**src/rtl/ea_gen_pkg.sv**
```systemverilog
package ea_gen_pkg;
    // *****************************************************
    // widths and constants
    // *****************************************************
    localparam int ADDR_W = 16;
    localparam int ACC_W = 36;
    localparam int SHORT_W = 6;
    localparam int IMM7_W = 7;
    localparam logic [15:0] MOD_LINEAR = 16'hffff;
    localparam logic [15:0] PTR_RESET = 16'h0000;
    localparam logic [15:0] OFS_RESET = 16'h0000;
    localparam logic [1:0] EXTRA_NONE = 2'h0;
    localparam logic [1:0] EXTRA_ONE = 2'h1;
    localparam logic [1:0] EXTRA_TWO = 2'h2;

    // *****************************************************
    // addressing modes
    // *****************************************************
    typedef enum logic [3:0] {
        MODE_NO_UPDATE = 4'h0,
        MODE_POST_INC = 4'h1,
        MODE_POST_DEC = 4'h2,
        MODE_POST_OFS = 4'h3,
        MODE_INDEX_OFS = 4'h4,
        MODE_SHORT_DISP = 4'h5,
        MODE_LONG_DISP = 4'h6,
        MODE_IMM_LONG = 4'h7,
        MODE_IMM_SHORT_U = 4'h8,
        MODE_IMM_SHORT_S = 4'h9,
        MODE_ABS_LONG = 4'ha,
        MODE_ABS_SHORT = 4'hb,
        MODE_IO_SHORT = 4'hc
    } ea_mode_e;

    // pointer select: 0..3 pointers, 4 stack pointer
    typedef enum logic [2:0] {
        SEL_PTR0 = 3'h0,
        SEL_PTR1 = 3'h1,
        SEL_PTR2 = 3'h2,
        SEL_PTR3 = 3'h3,
        SEL_SP = 3'h4
    } ptr_sel_e;
endpackage : ea_gen_pkg

```
**src/rtl/effective_address_generation.sv**
```systemverilog
`timescale 1ns/100ps
// Functional notes
// no-update mode uses pointer as address, pointer unchanged, no extra cost.
// post-increment accesses at pointer, then writes pointer plus one.
// modifier selects linear or modulo for pointers zero/one; others linear.
// post-decrement accesses at pointer, then writes pointer minus one.
// post-offset accesses at pointer, then adds signed offset into pointer.
// index-by-offset address is pointer plus offset, one extra cycle.
// short displacement: one-extend for stack pointer, zero-extend for pointer two.
// short displacement always linear, one extra cycle, no extra words.
// long displacement adds signed extension word, two extra cycles.
// long immediate from extension word, program reference, one extra cycle.
// short immediates: unsigned 6-bit for loops, signed 7-bit for moves.
// absolute long uses extension word unmodified as address.
// absolute short zero-extends 6 bits, lowest 64 locations.
// I/O short one-extends 6 bits, top 64 locations.
// software uses other modes for peripherals outside the top range.
// all-ones modifier selects linear; modifier resets to all ones.
// pointer is one of four pointer registers or the stack pointer.
// long immediate to accumulator: middle load, sign extend, clear low.
// linear arithmetic is 16-bit and wraps silently.
module effective_address_generation
    import ea_gen_pkg::*;
(
    // clock and reset
    input wire logic clk_in,
    input wire logic rst_n_in,
    // decoded request
    input wire logic req_valid_in,
    input wire ea_gen_pkg::ea_mode_e mode_in,
    input wire ea_gen_pkg::ptr_sel_e ptr_sel_in,
    input wire logic [15:0] op_word_in,
    input wire logic [15:0] ext_word_in,
    // register writes from the core
    input wire logic reg_wr_in,
    input wire ea_gen_pkg::ptr_sel_e reg_wr_sel_in,
    input wire logic reg_wr_ofs_in,
    input wire logic reg_wr_mod_in,
    input wire logic [15:0] reg_wr_data_in,
    // results
    output logic ea_valid_out,
    output logic [15:0] ea_addr_out,
    output logic xmem_ref_out,
    output logic pmem_ref_out,
    output logic ext_word_used_out,
    output logic [1:0] extra_cycles_out,
    output logic [15:0] imm_data_out,
    output logic [35:0] acc_imm_out,
    output logic modulo_req_out,
    // register views
    output logic [15:0] ptr0_out,
    output logic [15:0] ptr1_out,
    output logic [15:0] ptr2_out,
    output logic [15:0] ptr3_out,
    output logic [15:0] sp_out,
    output logic [15:0] ofs_out,
    output logic [15:0] mod_out
);
    // *****************************************************
    // state
    // *****************************************************
    logic [15:0] ptr_ff [0:4];
    logic [15:0] ofs_ff;
    logic [15:0] mod_ff;
    logic [15:0] cur_ptr;
    logic [15:0] nxt_addr;
    logic [15:0] nxt_ptr;
    logic ptr_upd;
    logic use_mod;
    logic xref;
    logic pref;
    logic extw;
    logic [1:0] extra;

    // 16-bit wrapping add
    function automatic logic [15:0] add16(input logic [15:0] a, input logic [15:0] b);
        logic [16:0] s;
        s = {1'b0, a} + {1'b0, b};
        // wrap silently
        return s[15:0];
    endfunction : add16

    // pointer select
    assign cur_ptr = ptr_ff[ptr_sel_in];

    // modulo only possible on pointers zero and one
    // all-ones means linear
    assign use_mod = (ptr_sel_in == SEL_PTR0 || ptr_sel_in == SEL_PTR1) && (mod_ff != MOD_LINEAR);

    // address and update decode
    always_comb begin
        nxt_addr = cur_ptr;
        nxt_ptr = cur_ptr;
        ptr_upd = 1'b0;
        xref = 1'b1;
        pref = 1'b0;
        extw = 1'b0;
        extra = EXTRA_NONE;
        case (mode_in)
            // no update
            MODE_NO_UPDATE: begin
                nxt_addr = cur_ptr;
            end
            // post increment
            MODE_POST_INC: begin
                nxt_ptr = add16(cur_ptr, 16'h0001);
                ptr_upd = 1'b1;
            end
            // post decrement
            MODE_POST_DEC: begin
                nxt_ptr = add16(cur_ptr, 16'hffff);
                ptr_upd = 1'b1;
            end
            // post update by offset
            MODE_POST_OFS: begin
                nxt_ptr = add16(cur_ptr, ofs_ff);
                ptr_upd = 1'b1;
            end
            // index by offset
            MODE_INDEX_OFS: begin
                nxt_addr = add16(cur_ptr, ofs_ff);
                extra = EXTRA_ONE;
            end
            // short displacement extension
            // linear, one extra cycle
            MODE_SHORT_DISP: begin
                if (ptr_sel_in == SEL_SP) begin
                    nxt_addr = add16(cur_ptr, {10'h3ff, op_word_in[5:0]});
                end else begin
                    nxt_addr = add16(cur_ptr, {10'h000, op_word_in[5:0]});
                end
                extra = EXTRA_ONE;
            end
            // long displacement
            MODE_LONG_DISP: begin
                nxt_addr = add16(cur_ptr, ext_word_in);
                extw = 1'b1;
                extra = EXTRA_TWO;
            end
            // long immediate
            MODE_IMM_LONG: begin
                xref = 1'b0;
                pref = 1'b1;
                extw = 1'b1;
                extra = EXTRA_ONE;
                nxt_addr = 16'h0000;
            end
            // short immediates
            MODE_IMM_SHORT_U, MODE_IMM_SHORT_S: begin
                xref = 1'b0;
                pref = 1'b1;
                nxt_addr = 16'h0000;
            end
            // absolute long
            MODE_ABS_LONG: begin
                nxt_addr = ext_word_in;
                pref = 1'b1;
                extw = 1'b1;
            end
            // absolute short
            MODE_ABS_SHORT: begin
                nxt_addr = {10'h000, op_word_in[5:0]};
            end
            // I/O short
            MODE_IO_SHORT: begin
                nxt_addr = {10'h3ff, op_word_in[5:0]};
            end
            default: begin
                xref = 1'b0;
            end
        endcase
    end

    // *****************************************************
    // pointer file
    // *****************************************************
    // pointer update after access, core writes otherwise
    always_ff @(posedge clk_in or negedge rst_n_in) begin
        if (!rst_n_in) begin
            for (int i = 0; i < 5; i++) begin
                ptr_ff[i] <= PTR_RESET;
            end
        end else if (req_valid_in && ptr_upd) begin
            ptr_ff[ptr_sel_in] <= nxt_ptr;
        end else if (reg_wr_in && !reg_wr_ofs_in && !reg_wr_mod_in) begin
            ptr_ff[reg_wr_sel_in] <= reg_wr_data_in;
        end
    end

    // offset register: never changed by addressing
    always_ff @(posedge clk_in or negedge rst_n_in) begin
        if (!rst_n_in) begin
            ofs_ff <= OFS_RESET;
        end else if (reg_wr_in && reg_wr_ofs_in) begin
            ofs_ff <= reg_wr_data_in;
        end
    end

    // modifier resets to linear
    always_ff @(posedge clk_in or negedge rst_n_in) begin
        if (!rst_n_in) begin
            mod_ff <= MOD_LINEAR;
        end else if (reg_wr_in && reg_wr_mod_in && !reg_wr_ofs_in) begin
            mod_ff <= reg_wr_data_in;
        end
    end

    // *****************************************************
    // result registers
    // *****************************************************
    always_ff @(posedge clk_in or negedge rst_n_in) begin
        if (!rst_n_in) begin
            ea_valid_out <= 1'b0;
            ea_addr_out <= 16'h0000;
            xmem_ref_out <= 1'b0;
            pmem_ref_out <= 1'b0;
            ext_word_used_out <= 1'b0;
            extra_cycles_out <= EXTRA_NONE;
            imm_data_out <= 16'h0000;
            acc_imm_out <= 36'h000000000;
            modulo_req_out <= 1'b0;
        end else begin
            ea_valid_out <= req_valid_in;
            if (req_valid_in) begin
                ea_addr_out <= nxt_addr;
                xmem_ref_out <= xref;
                pmem_ref_out <= pref;
                ext_word_used_out <= extw;
                extra_cycles_out <= extra;
                // modulo flag for the modulo unit, never for short displacement
                modulo_req_out <= use_mod && (mode_in == MODE_POST_INC ||
                    mode_in == MODE_POST_DEC || mode_in == MODE_POST_OFS ||
                    mode_in == MODE_INDEX_OFS || mode_in == MODE_LONG_DISP);
                // short immediate extension
                if (mode_in == MODE_IMM_SHORT_U) begin
                    imm_data_out <= {10'h000, op_word_in[5:0]};
                end else if (mode_in == MODE_IMM_SHORT_S) begin
                    imm_data_out <= {{9{op_word_in[6]}}, op_word_in[6:0]};
                end else begin
                    imm_data_out <= ext_word_in;
                end
                // accumulator image of long immediate
                acc_imm_out <= {{4{ext_word_in[15]}}, ext_word_in, 16'h0000};
            end
        end
    end

    // register views
    assign ptr0_out = ptr_ff[SEL_PTR0];
    assign ptr1_out = ptr_ff[SEL_PTR1];
    assign ptr2_out = ptr_ff[SEL_PTR2];
    assign ptr3_out = ptr_ff[SEL_PTR3];
    assign sp_out = ptr_ff[SEL_SP];
    assign ofs_out = ofs_ff;
    assign mod_out = mod_ff;

    // *****************************************************
    // assertions
    // *****************************************************
    a_post_inc_ptr: assert property (@(posedge clk_in) disable iff (!rst_n_in)
        req_valid_in && mode_in == MODE_POST_INC |=>
        ptr_ff[$past(ptr_sel_in)] == $past(cur_ptr) + 16'h0001
        && ea_addr_out == $past(cur_ptr)) else $error("post increment wrong");
    a_post_dec_ptr: assert property (@(posedge clk_in) disable iff (!rst_n_in)
        req_valid_in && mode_in == MODE_POST_DEC |=>
        ptr_ff[$past(ptr_sel_in)] == $past(cur_ptr) - 16'h0001) else $error("post decrement wrong");
    a_no_update_hold: assert property (@(posedge clk_in) disable iff (!rst_n_in)
        req_valid_in && mode_in == MODE_NO_UPDATE && !reg_wr_in |=>
        ptr_ff[$past(ptr_sel_in)] == $past(cur_ptr) && ea_addr_out == $past(cur_ptr)
        && extra_cycles_out == 2'h0 && !ext_word_used_out)
        else $error("no update changed pointer");
    a_index_ofs_addr: assert property (@(posedge clk_in) disable iff (!rst_n_in)
        req_valid_in && mode_in == MODE_INDEX_OFS |=>
        ea_addr_out == $past(cur_ptr) + $past(ofs_ff) && extra_cycles_out == 2'h1)
        else $error("index by offset wrong");
    a_short_sp_neg: assert property (@(posedge clk_in) disable iff (!rst_n_in)
        req_valid_in && mode_in == MODE_SHORT_DISP && ptr_sel_in == SEL_SP |=>
        ea_addr_out == $past(cur_ptr) + {10'h3ff, $past(op_word_in[5:0])})
        else $error("short displacement wrong");
    a_long_disp_cyc: assert property (@(posedge clk_in) disable iff (!rst_n_in)
        req_valid_in && mode_in == MODE_LONG_DISP |=>
        extra_cycles_out == 2'h2 && ext_word_used_out) else $error("long displacement cost");
    a_io_short_top: assert property (@(posedge clk_in) disable iff (!rst_n_in)
        req_valid_in && mode_in == MODE_IO_SHORT |=> ea_addr_out[15:6] == 10'h3ff)
        else $error("io short not in top range");
    a_abs_short_low: assert property (@(posedge clk_in) disable iff (!rst_n_in)
        req_valid_in && mode_in == MODE_ABS_SHORT |=> ea_addr_out[15:6] == 10'h000)
        else $error("abs short not in low range");
    a_acc_imm_form: assert property (@(posedge clk_in) disable iff (!rst_n_in)
        ea_valid_out |-> acc_imm_out[15:0] == 16'h0000
        && acc_imm_out[35:32] == {4{acc_imm_out[31]}}) else $error("accumulator image bad");
endmodule : effective_address_generation

```
**config.mk**
```make
export PLATFORM = sky130hd
export DESIGN_NAME = effective_address_generation
export DESIGN_NICKNAME = d
export VERILOG_FILES = /design/src/rtl/ea_gen_pkg.sv /design/src/rtl/effective_address_generation.sv
export SDC_FILE = /design/constraint.sdc
export NUM_CORES = 1
export LEC_CHECK = 0
export BUFFER_PORTS_ARGS = -buffer_cell sky130_fd_sc_hd__buf_2
export CAP_MARGIN = 10
export CORE_ASPECT_RATIO = 0.6
export CORE_MARGIN = 2
export CORE_UTILIZATION = 47
export DETAILED_ROUTE_END_ITERATION = 7
export HOLD_SLACK_MARGIN = 0.15
export PLACE_DENSITY = 0.71
export SLEW_MARGIN = 15
export SYNTH_ARGS = -nofsm -noshare
export SYNTH_HDL_FRONTEND = slang
export SYNTH_SLANG_ARGS = --single-unit
```
**constraint.sdc**
```tcl
create_clock -name clk_in -period 3.8 [get_ports clk_in]
set_input_delay 0.38 -clock clk_in [delete_from_list [all_inputs] [get_ports clk_in]]
set_output_delay 0.38 -clock clk_in [all_outputs]
set_load 0.01 [all_outputs]
```
==> out/qor.txt, run 1 <==
Adder-Cell Fraction of Synth Area = 5.51%
Wirelength, routed = 38,000 um
1st-iter DRT viols = 1,059
Post-DR wirelength/cell = 21.5 um
Post-layout util = 59.8%
CP required = 4160 ps
DRC = 0
Placed Area = 13,200 um^2
Global-route wire length before repair = 58,200 um
Max-cap viol count = 0
Vias in the first global route = 9,900
Worst vdd ir = 0.384 mV
Post-synthesis async set-or-reset flop share = 100%
Post-synthesis compound-gate area fraction = 24.1%
Die area = 24,900 um^2
Placed wire-length estimate = 29,300 um
First-pass DRT Iterations = 6
Post-route ant nets = 0
Yosys Warn Count = 0
# IOs = 251
GR Overflow Total = 0
Via count = 10,700
Tot Pwr = 7.18 mW
Root buffer cell = clkbuf_16
CP endpoint kind = flop
Design area = 13,800 um^2
Die width = 202 um
Final hold slack = 210 ps
Number of filler cells placed in the layout = 2,054
PwrDens = 519 nW/um^2
CTS tree = yes
Main combinational cell family by area after synthesis = compound AO/OA/AOI/OAI gates
FMAX = 271 MHz
CTS max path bufs = 2
Synth area leaders = dfrtp_1 (34%), mux2_2 (5.9%), ha_1 (5.0%)
Min-delay src = ext_word_in[5]
Most frequent cells in the layout = buf_2 (224), dfrtp_1 (151), buf_4 (134)
DR vias/cell = 6.03
CTS Buf Count = 17
Slew Viols, Final = 0
Simple-Gate Fraction of Synth Area = 12.2%
Share of the yosys chip area belonging to registers = 37.9%
Yosys cell types = 84
Final Setup Violations = 0
# H-tree levels = 4
Synth top area share = 34.1%
Worst-Skew Late Latency = 450 ps
RR Startpoint = ptr0_out[1]
Yosys top cell by area = dfrtp_1
Synthesized flop and latch total = 167
Combined area of the multi-input logic cells = 6340 um^2
Worst EP arrival = 4050 ps
CP Launch Point = ptr0_out[1]
Register Area = 4200 um^2
Mux cell area share after synthesis = 11.6%
Most common cell after layout, fill and taps aside = buf_2
Hold Path Class = primary input to flop
Final hold vios = 0
Num rows = 43
Synthesized cell area = 11,100 um^2
Area grow syn2layout = 24.7%
Tcrit/Tclk final = 97.2%
Largest net degree at the start of global routing = 78
Synthesized area per cell = 9.84 um^2
Total GRT Usage = 30.5%
Leakage power = 6.42 nW
Die Y = 123 um
Worst-Margin Slew = 1110 ps
Number of flops mapped to enable cells by yosys = 0
Total negative slack = 0 ps
Period minus WS final = 3690 ps
Crit-path max FO = 5
Post-Synth XOR/XNOR Area = 2.53%
Gate Count Post-Synth = 1,127
Final GP Congestion = 0.970
Nets = 1,552
Final Skew = 11.6 ps
Main synth FF type = dfrtp_1
IO buf count = 225
Initial core utilization = 47.9%
Status = finished, final reports clean
Crit path kind = flop to flop
Clock-pin transition on the worst setup and hold timing paths = 70 ps
# clock sinks = 167
Crit path launch type = flop
Fraction of layout cells with a size suffix above 1 = 35.7%
Initial antenna violation count = 0
Worst slew margin = 25.9%
Core area = 23,100 um^2
-- final timing paths --
path	to	slack (ps)	cells past startpoint
setup reg to reg	ptr2_out[13]	110	16
hold / removal	acc_imm_out[21]	210	2
min in group asynchronous	ptr0_out[1]	530	2
setup / recovery	ptr2_out[13]	110	16
max in group asynchronous	imm_data_out[14]	2350	3
hold reg to reg	acc_imm_out[29]	500	1
-- sequential cells by signal, indices dropped and copies added (netlist names), 2 cells and up --
register and flops:
acc_imm_out 16, ea_addr_out 16, imm_data_out 16, mod_out 16, ofs_out 16, ptr0_out 16, ptr1_out 16, ptr2_out 16
ptr3_out 16, sp_out 16, extra_cycles_out 2
-- synthesized netlist by cell type, drive strengths merged (18+ instances only) --
library cell and number:
o211ai 37, inv 35, a22oi 22, mux2 61
a21oi 68, nor3 18, buf 46, ha 44
nand2 90, clkbuf 35, o22ai 24, xnor2 21
mux2i 25, nor2 79, o21ai 80, o21a 35
dfrtp 151
-- power breakdown --
part / switching (mW) / internal, mW / total, mW
clock: 0.776 / 0.945 / 1.72
sequential: 0.343 / 2.18 / 2.53
combinational: 1.57 / 1.36 / 2.93
-- metrics by stage --
| step | setup slack (ps) | cells |
|---|---|---|
| 2_1_floorplan | 47.9 | 1142 |
| 3_3_place_gp | -188 | 1734 |
| 3_5_place_dp | -270 | 1734 |
| 4_1_cts | 36.7 | 1767 |
| 5_1_grt | -21.6 | 1769 |
| 6_report | 107 | 1770 |
-- kinds of logic after synthesis --
group | after synthesis
AOI/OAI and AO/OA | 383
xor gates and xnor gates | 32
adders and majority gates | 47
buffers and inverters | 117
DFF | 167
muxes | 100
other | 1
and+or+nand+nor | 280
-- per-layer routing --
metal	track usage, %	part of all wire [%]	vias to the layer above
met5	0	0	-
met4	7.16	1.4	0
met3	7.88	11	53
met2	42.2	41	569
met1	47.1	46	5209
li1	-	-	4840
-- repair_timing --
| item | CTS | global route |
|---|---|---|
| pin swaps | 0 | 3 |
| gates resized for setup | 2 | 12 |
| hold buffers | 1 | 0 |
| hold endpoints to repair | 59 | 0 |
| setup buffers | 0 | 2 |
| setup endpoints to repair | 3 | 26 |
-- worst max-delay path, stage by stage, from the launching register on --
cell and delay (ps):
dfrtp_1 390, mux4_1 540, a22oi_2 230, inv_1 90, buf_4 170, ha_1 290
o21ai_0 90, a21oi_1 240, and3_1 250, a211oi_1 100, buf_4 160, buf_4 130
o31a_1 230, a22oi_1 240, buf_4 190, nand2_1 50, a31oi_1 210
-- final cells by class --
type                            instances  area share [%]
Multi-Input combinational cell        858            45.9
Inverter                               35           0.950
Timing Repair Buffer                  362            15.8
Antenna cell                            1          0.0181
Clock buffer                           20            3.30
Tap cell                              315            2.85
Sequential cell                       167            30.4
Clock inverter                         12           0.841
No activity file was read; power rests on OpenSTA's default activity.
==> inputs of run 2 (changes only) <==
- SETUP_SLACK_MARGIN: not set -> 0.5
==> run 2 against run 1 <==
  * Cell count increased by 1.8%
  * Combinational power increased by 16%
  * Wire length increased by 2.7%
  * Fmax grew 8.5%
  * Sequential share of layout area decreased by 2.0 points
  * Register-to-register slack gained 290 ps
  * Die area is the same
  * Worst setup slack better by 290 ps
  * Total power rose by 9.3%
==> out/qor.txt, run 2 (same netlist as run 1, synthesis figures left out) <==
CP required = 4170 ps (was 4160 ps)
Buf/Inv on CP = 4 (was 5)
CTS max path bufs = 2 (unchanged)
Critical path's slowest cell = mux4_2 (was mux4_1)
Worst Hold Endpoint = acc_imm_out[21] (unchanged)
Initial antenna violation count = 0 (unchanged)
Crit path launch type = flop (unchanged)
FMAX = 294 MHz (was 271 MHz)
Most common cell after layout, fill and taps aside = buf_2 (unchanged)
M1 WL = 17,800 um (was 17,500 um)
Worst EP arrival = 3780 ps (was 4050 ps)
Via count = 11,000 (was 10,700)
GR Overflow Total = 0 (unchanged)
Largest net degree at the start of global routing = 106 (was 78)
Final Setup Violations = 0 (unchanged)
Min-delay src = ext_word_in[5] (unchanged)
Status = finished, final reports clean (unchanged)
Die Y = 123 um (unchanged)
Placed wire-length estimate = 29,000 um (was 29,300 um)
Fin worst setup slack = 395 ps (was 107 ps)
Worst-Skew Late Latency = 450 ps (about the same)
Hold Path Class = primary input to flop (unchanged)
Period minus WS final = 3400 ps (was 3690 ps)
Tcrit/Tclk final = 89.6% (was 97.2%)
Root buffer cell = clkbuf_16 (unchanged)
DP Worst Slack = -164 ps (was -270 ps)
Worst slew margin = 22.0% (was 25.9%)
Wirelength, routed = 39,000 um (was 38,000 um)
Die area = 24,900 um^2 (unchanged)
Routed wl met3 = 4460 um (was 4280 um)
Vias in the first global route = 9,896 (was 9,900)
Post-DR wirelength/cell = 21.6 um (was 21.5 um)
PwrDens = 530 nW/um^2 (was 519 nW/um^2)
Worst R2R Setup Slack = 400 ps (was 110 ps)
CTS Buf Count = 17 (unchanged)
# H-tree levels = 4 (unchanged)
# clock sinks = 167 (unchanged)
Area grow syn2layout = 33.6% (was 24.7%)
CP peak stage delay = 490 ps (was 540 ps)
Final hold vios = 0 (unchanged)
DRC = 0 (unchanged)
Leakage power = 6.76 nW (was 6.42 nW)
1st-iter DRT viols = 1,165 (was 1,059)
Reg2Reg Depth = 15 (was 16)
Post-route ant nets = 0 (unchanged)
Dominant delay contributor by cell family on the critical path = compound AO/OA/AOI/OAI gates (unchanged)
Most frequent cells in the layout = buf_2 (223), buf_4 (156), dfrtp_1 (151) (was buf_2 (224), dfrtp_1 (151), buf_4 (134))
Crit path kind = flop to flop (unchanged)
Total negative slack = 0 ps (unchanged)
Max-cap viol count = 0 (unchanged)
Core area = 23,100 um^2 (unchanged)
Cells on Worst Hold Path = 2 (unchanged)
CTS tree = yes (unchanged)
# IOs = 251 (unchanged)
Total GRT Usage = 30.6% (was 30.5%)
Worst vdd ir = 0.419 mV (was 0.384 mV)
Worst flop-to-flop path endpoint = ptr1_out[13] (was ptr2_out[13])
Global-route wire length before repair = 58,200 um (about the same)
Final Skew = 10.2 ps (was 11.6 ps)
Initial core utilization = 47.9% (unchanged)
Highest metal used = met4 (unchanged)
Crit-path cells = mux4_2, a22oi_2, inv_2, buf_4, ha_4, a211oi_4, o21a_1, o211ai_1, buf_4, a41oi_2, xor2_2, a22oi_2, buf_6, nand2_1, a31oi_1 (was mux4_1, a22oi_2, inv_1, buf_4, ha_1, o21ai_0, a21oi_1, and3_1, a211oi_1, buf_4, buf_4, o31a_1, a22oi_1, buf_4, nand2_1, a31oi_1)
First-pass DRT Iterations = 6 (unchanged)
RSZ-0062 raised after global routing = yes
Crit-path max FO = 5 (unchanged)
DR vias/cell = 6.10 (was 6.03)
Fraction of layout cells with a size suffix above 1 = 43.4% (was 35.7%)
Worst-Margin Slew = 1170 ps (was 1110 ps)
Clock-pin transition on the worst setup and hold timing paths = 70 ps (about the same)
Slew Viols, Final = 0 (unchanged)
IO buf count = 225 (unchanged)
Nets = 1,585 (was 1,552)
Final GP Congestion = 0.976 (was 0.970)
Number of filler cells placed in the layout = 1,956 (was 2,054)
RR Startpoint = ptr3_out[1] (was ptr0_out[1])
Num rows = 43 (unchanged)
Diodes inserted = 0 (was 1)
Die width = 202 um (unchanged)
Met2 Wirelength = 16,300 um (was 15,700 um)
CP endpoint kind = flop (unchanged)
run 2: final cells by class:
class,count,area (um^2),area share (%)
clock buffers,19,443,2.99
clock inverters,13,193,1.30
inverters,35,131,0.887
multi-input cells,858,6970,47.1
flip-flops and latches,167,4200,28.3
well taps,315,394,2.66
repair buffers,395,2480,16.7
run 2: report_power, final:
group | switching [mW] | internal (mW) | total (mW)
Clock | 0.789 | 1.13 | 1.92
Sequential | 0.342 | 2.18 | 2.53
Combinational | 1.80 | 1.61 | 3.41
Total | 2.93 | 4.92 | 7.85
run 2: routing by layer:
layer	up-vias	global-route usage, %
met3	44	7.72
met5	-	0
met2	641	42.6
met1	5385	47.4
met4	0	6.89
li1	4914	-
run 2: repair_timing:
item | in CTS | in global routing
gates resized for setup | 54 | 88
endpoints found under the setup margin | 62 | 67
endpoints found under the hold margin | 54 | 0
pin swaps | 44 | 62
hold buffers | 1 | 0
buffers inserted | 17 | 10
run 2: how the worst max path moves through the flow:
stage / depth (start not counted) / endpoint / startpoint / slack [ps]
after floorplan: 14 / ptr1_out[14] / ptr_sel_in[0] / 440
after global placement: 17 / ptr1_out[11] / ptr_sel_in[0] / -90
after detailed placement: 17 / ptr1_out[11] / ptr_sel_in[0] / -160
after CTS: 13 / ptr0_out[14] / ptr3_out[1] / 420
after global routing: 14 / ptr0_out[14] / ptr3_out[1] / 260
final: 15 / ptr1_out[13] / ptr3_out[1] / 400
run 2: through the flow:
step           hold slack, ps  utilization, %  total power [mW]  instance area [um^2]  cells
4_1_cts                   205            61.9              7.55                 14300   1792
5_1_grt                   211            64.0              8.22                 14800   1802
3_3_place_gp              390            57.7              5.40                 13300   1742
6_report                  213            64.0              7.85                 14800   1802
2_1_floorplan            84.4               -              4.16                 11300   1142
3_5_place_dp              399            57.7              5.46                 13300   1742
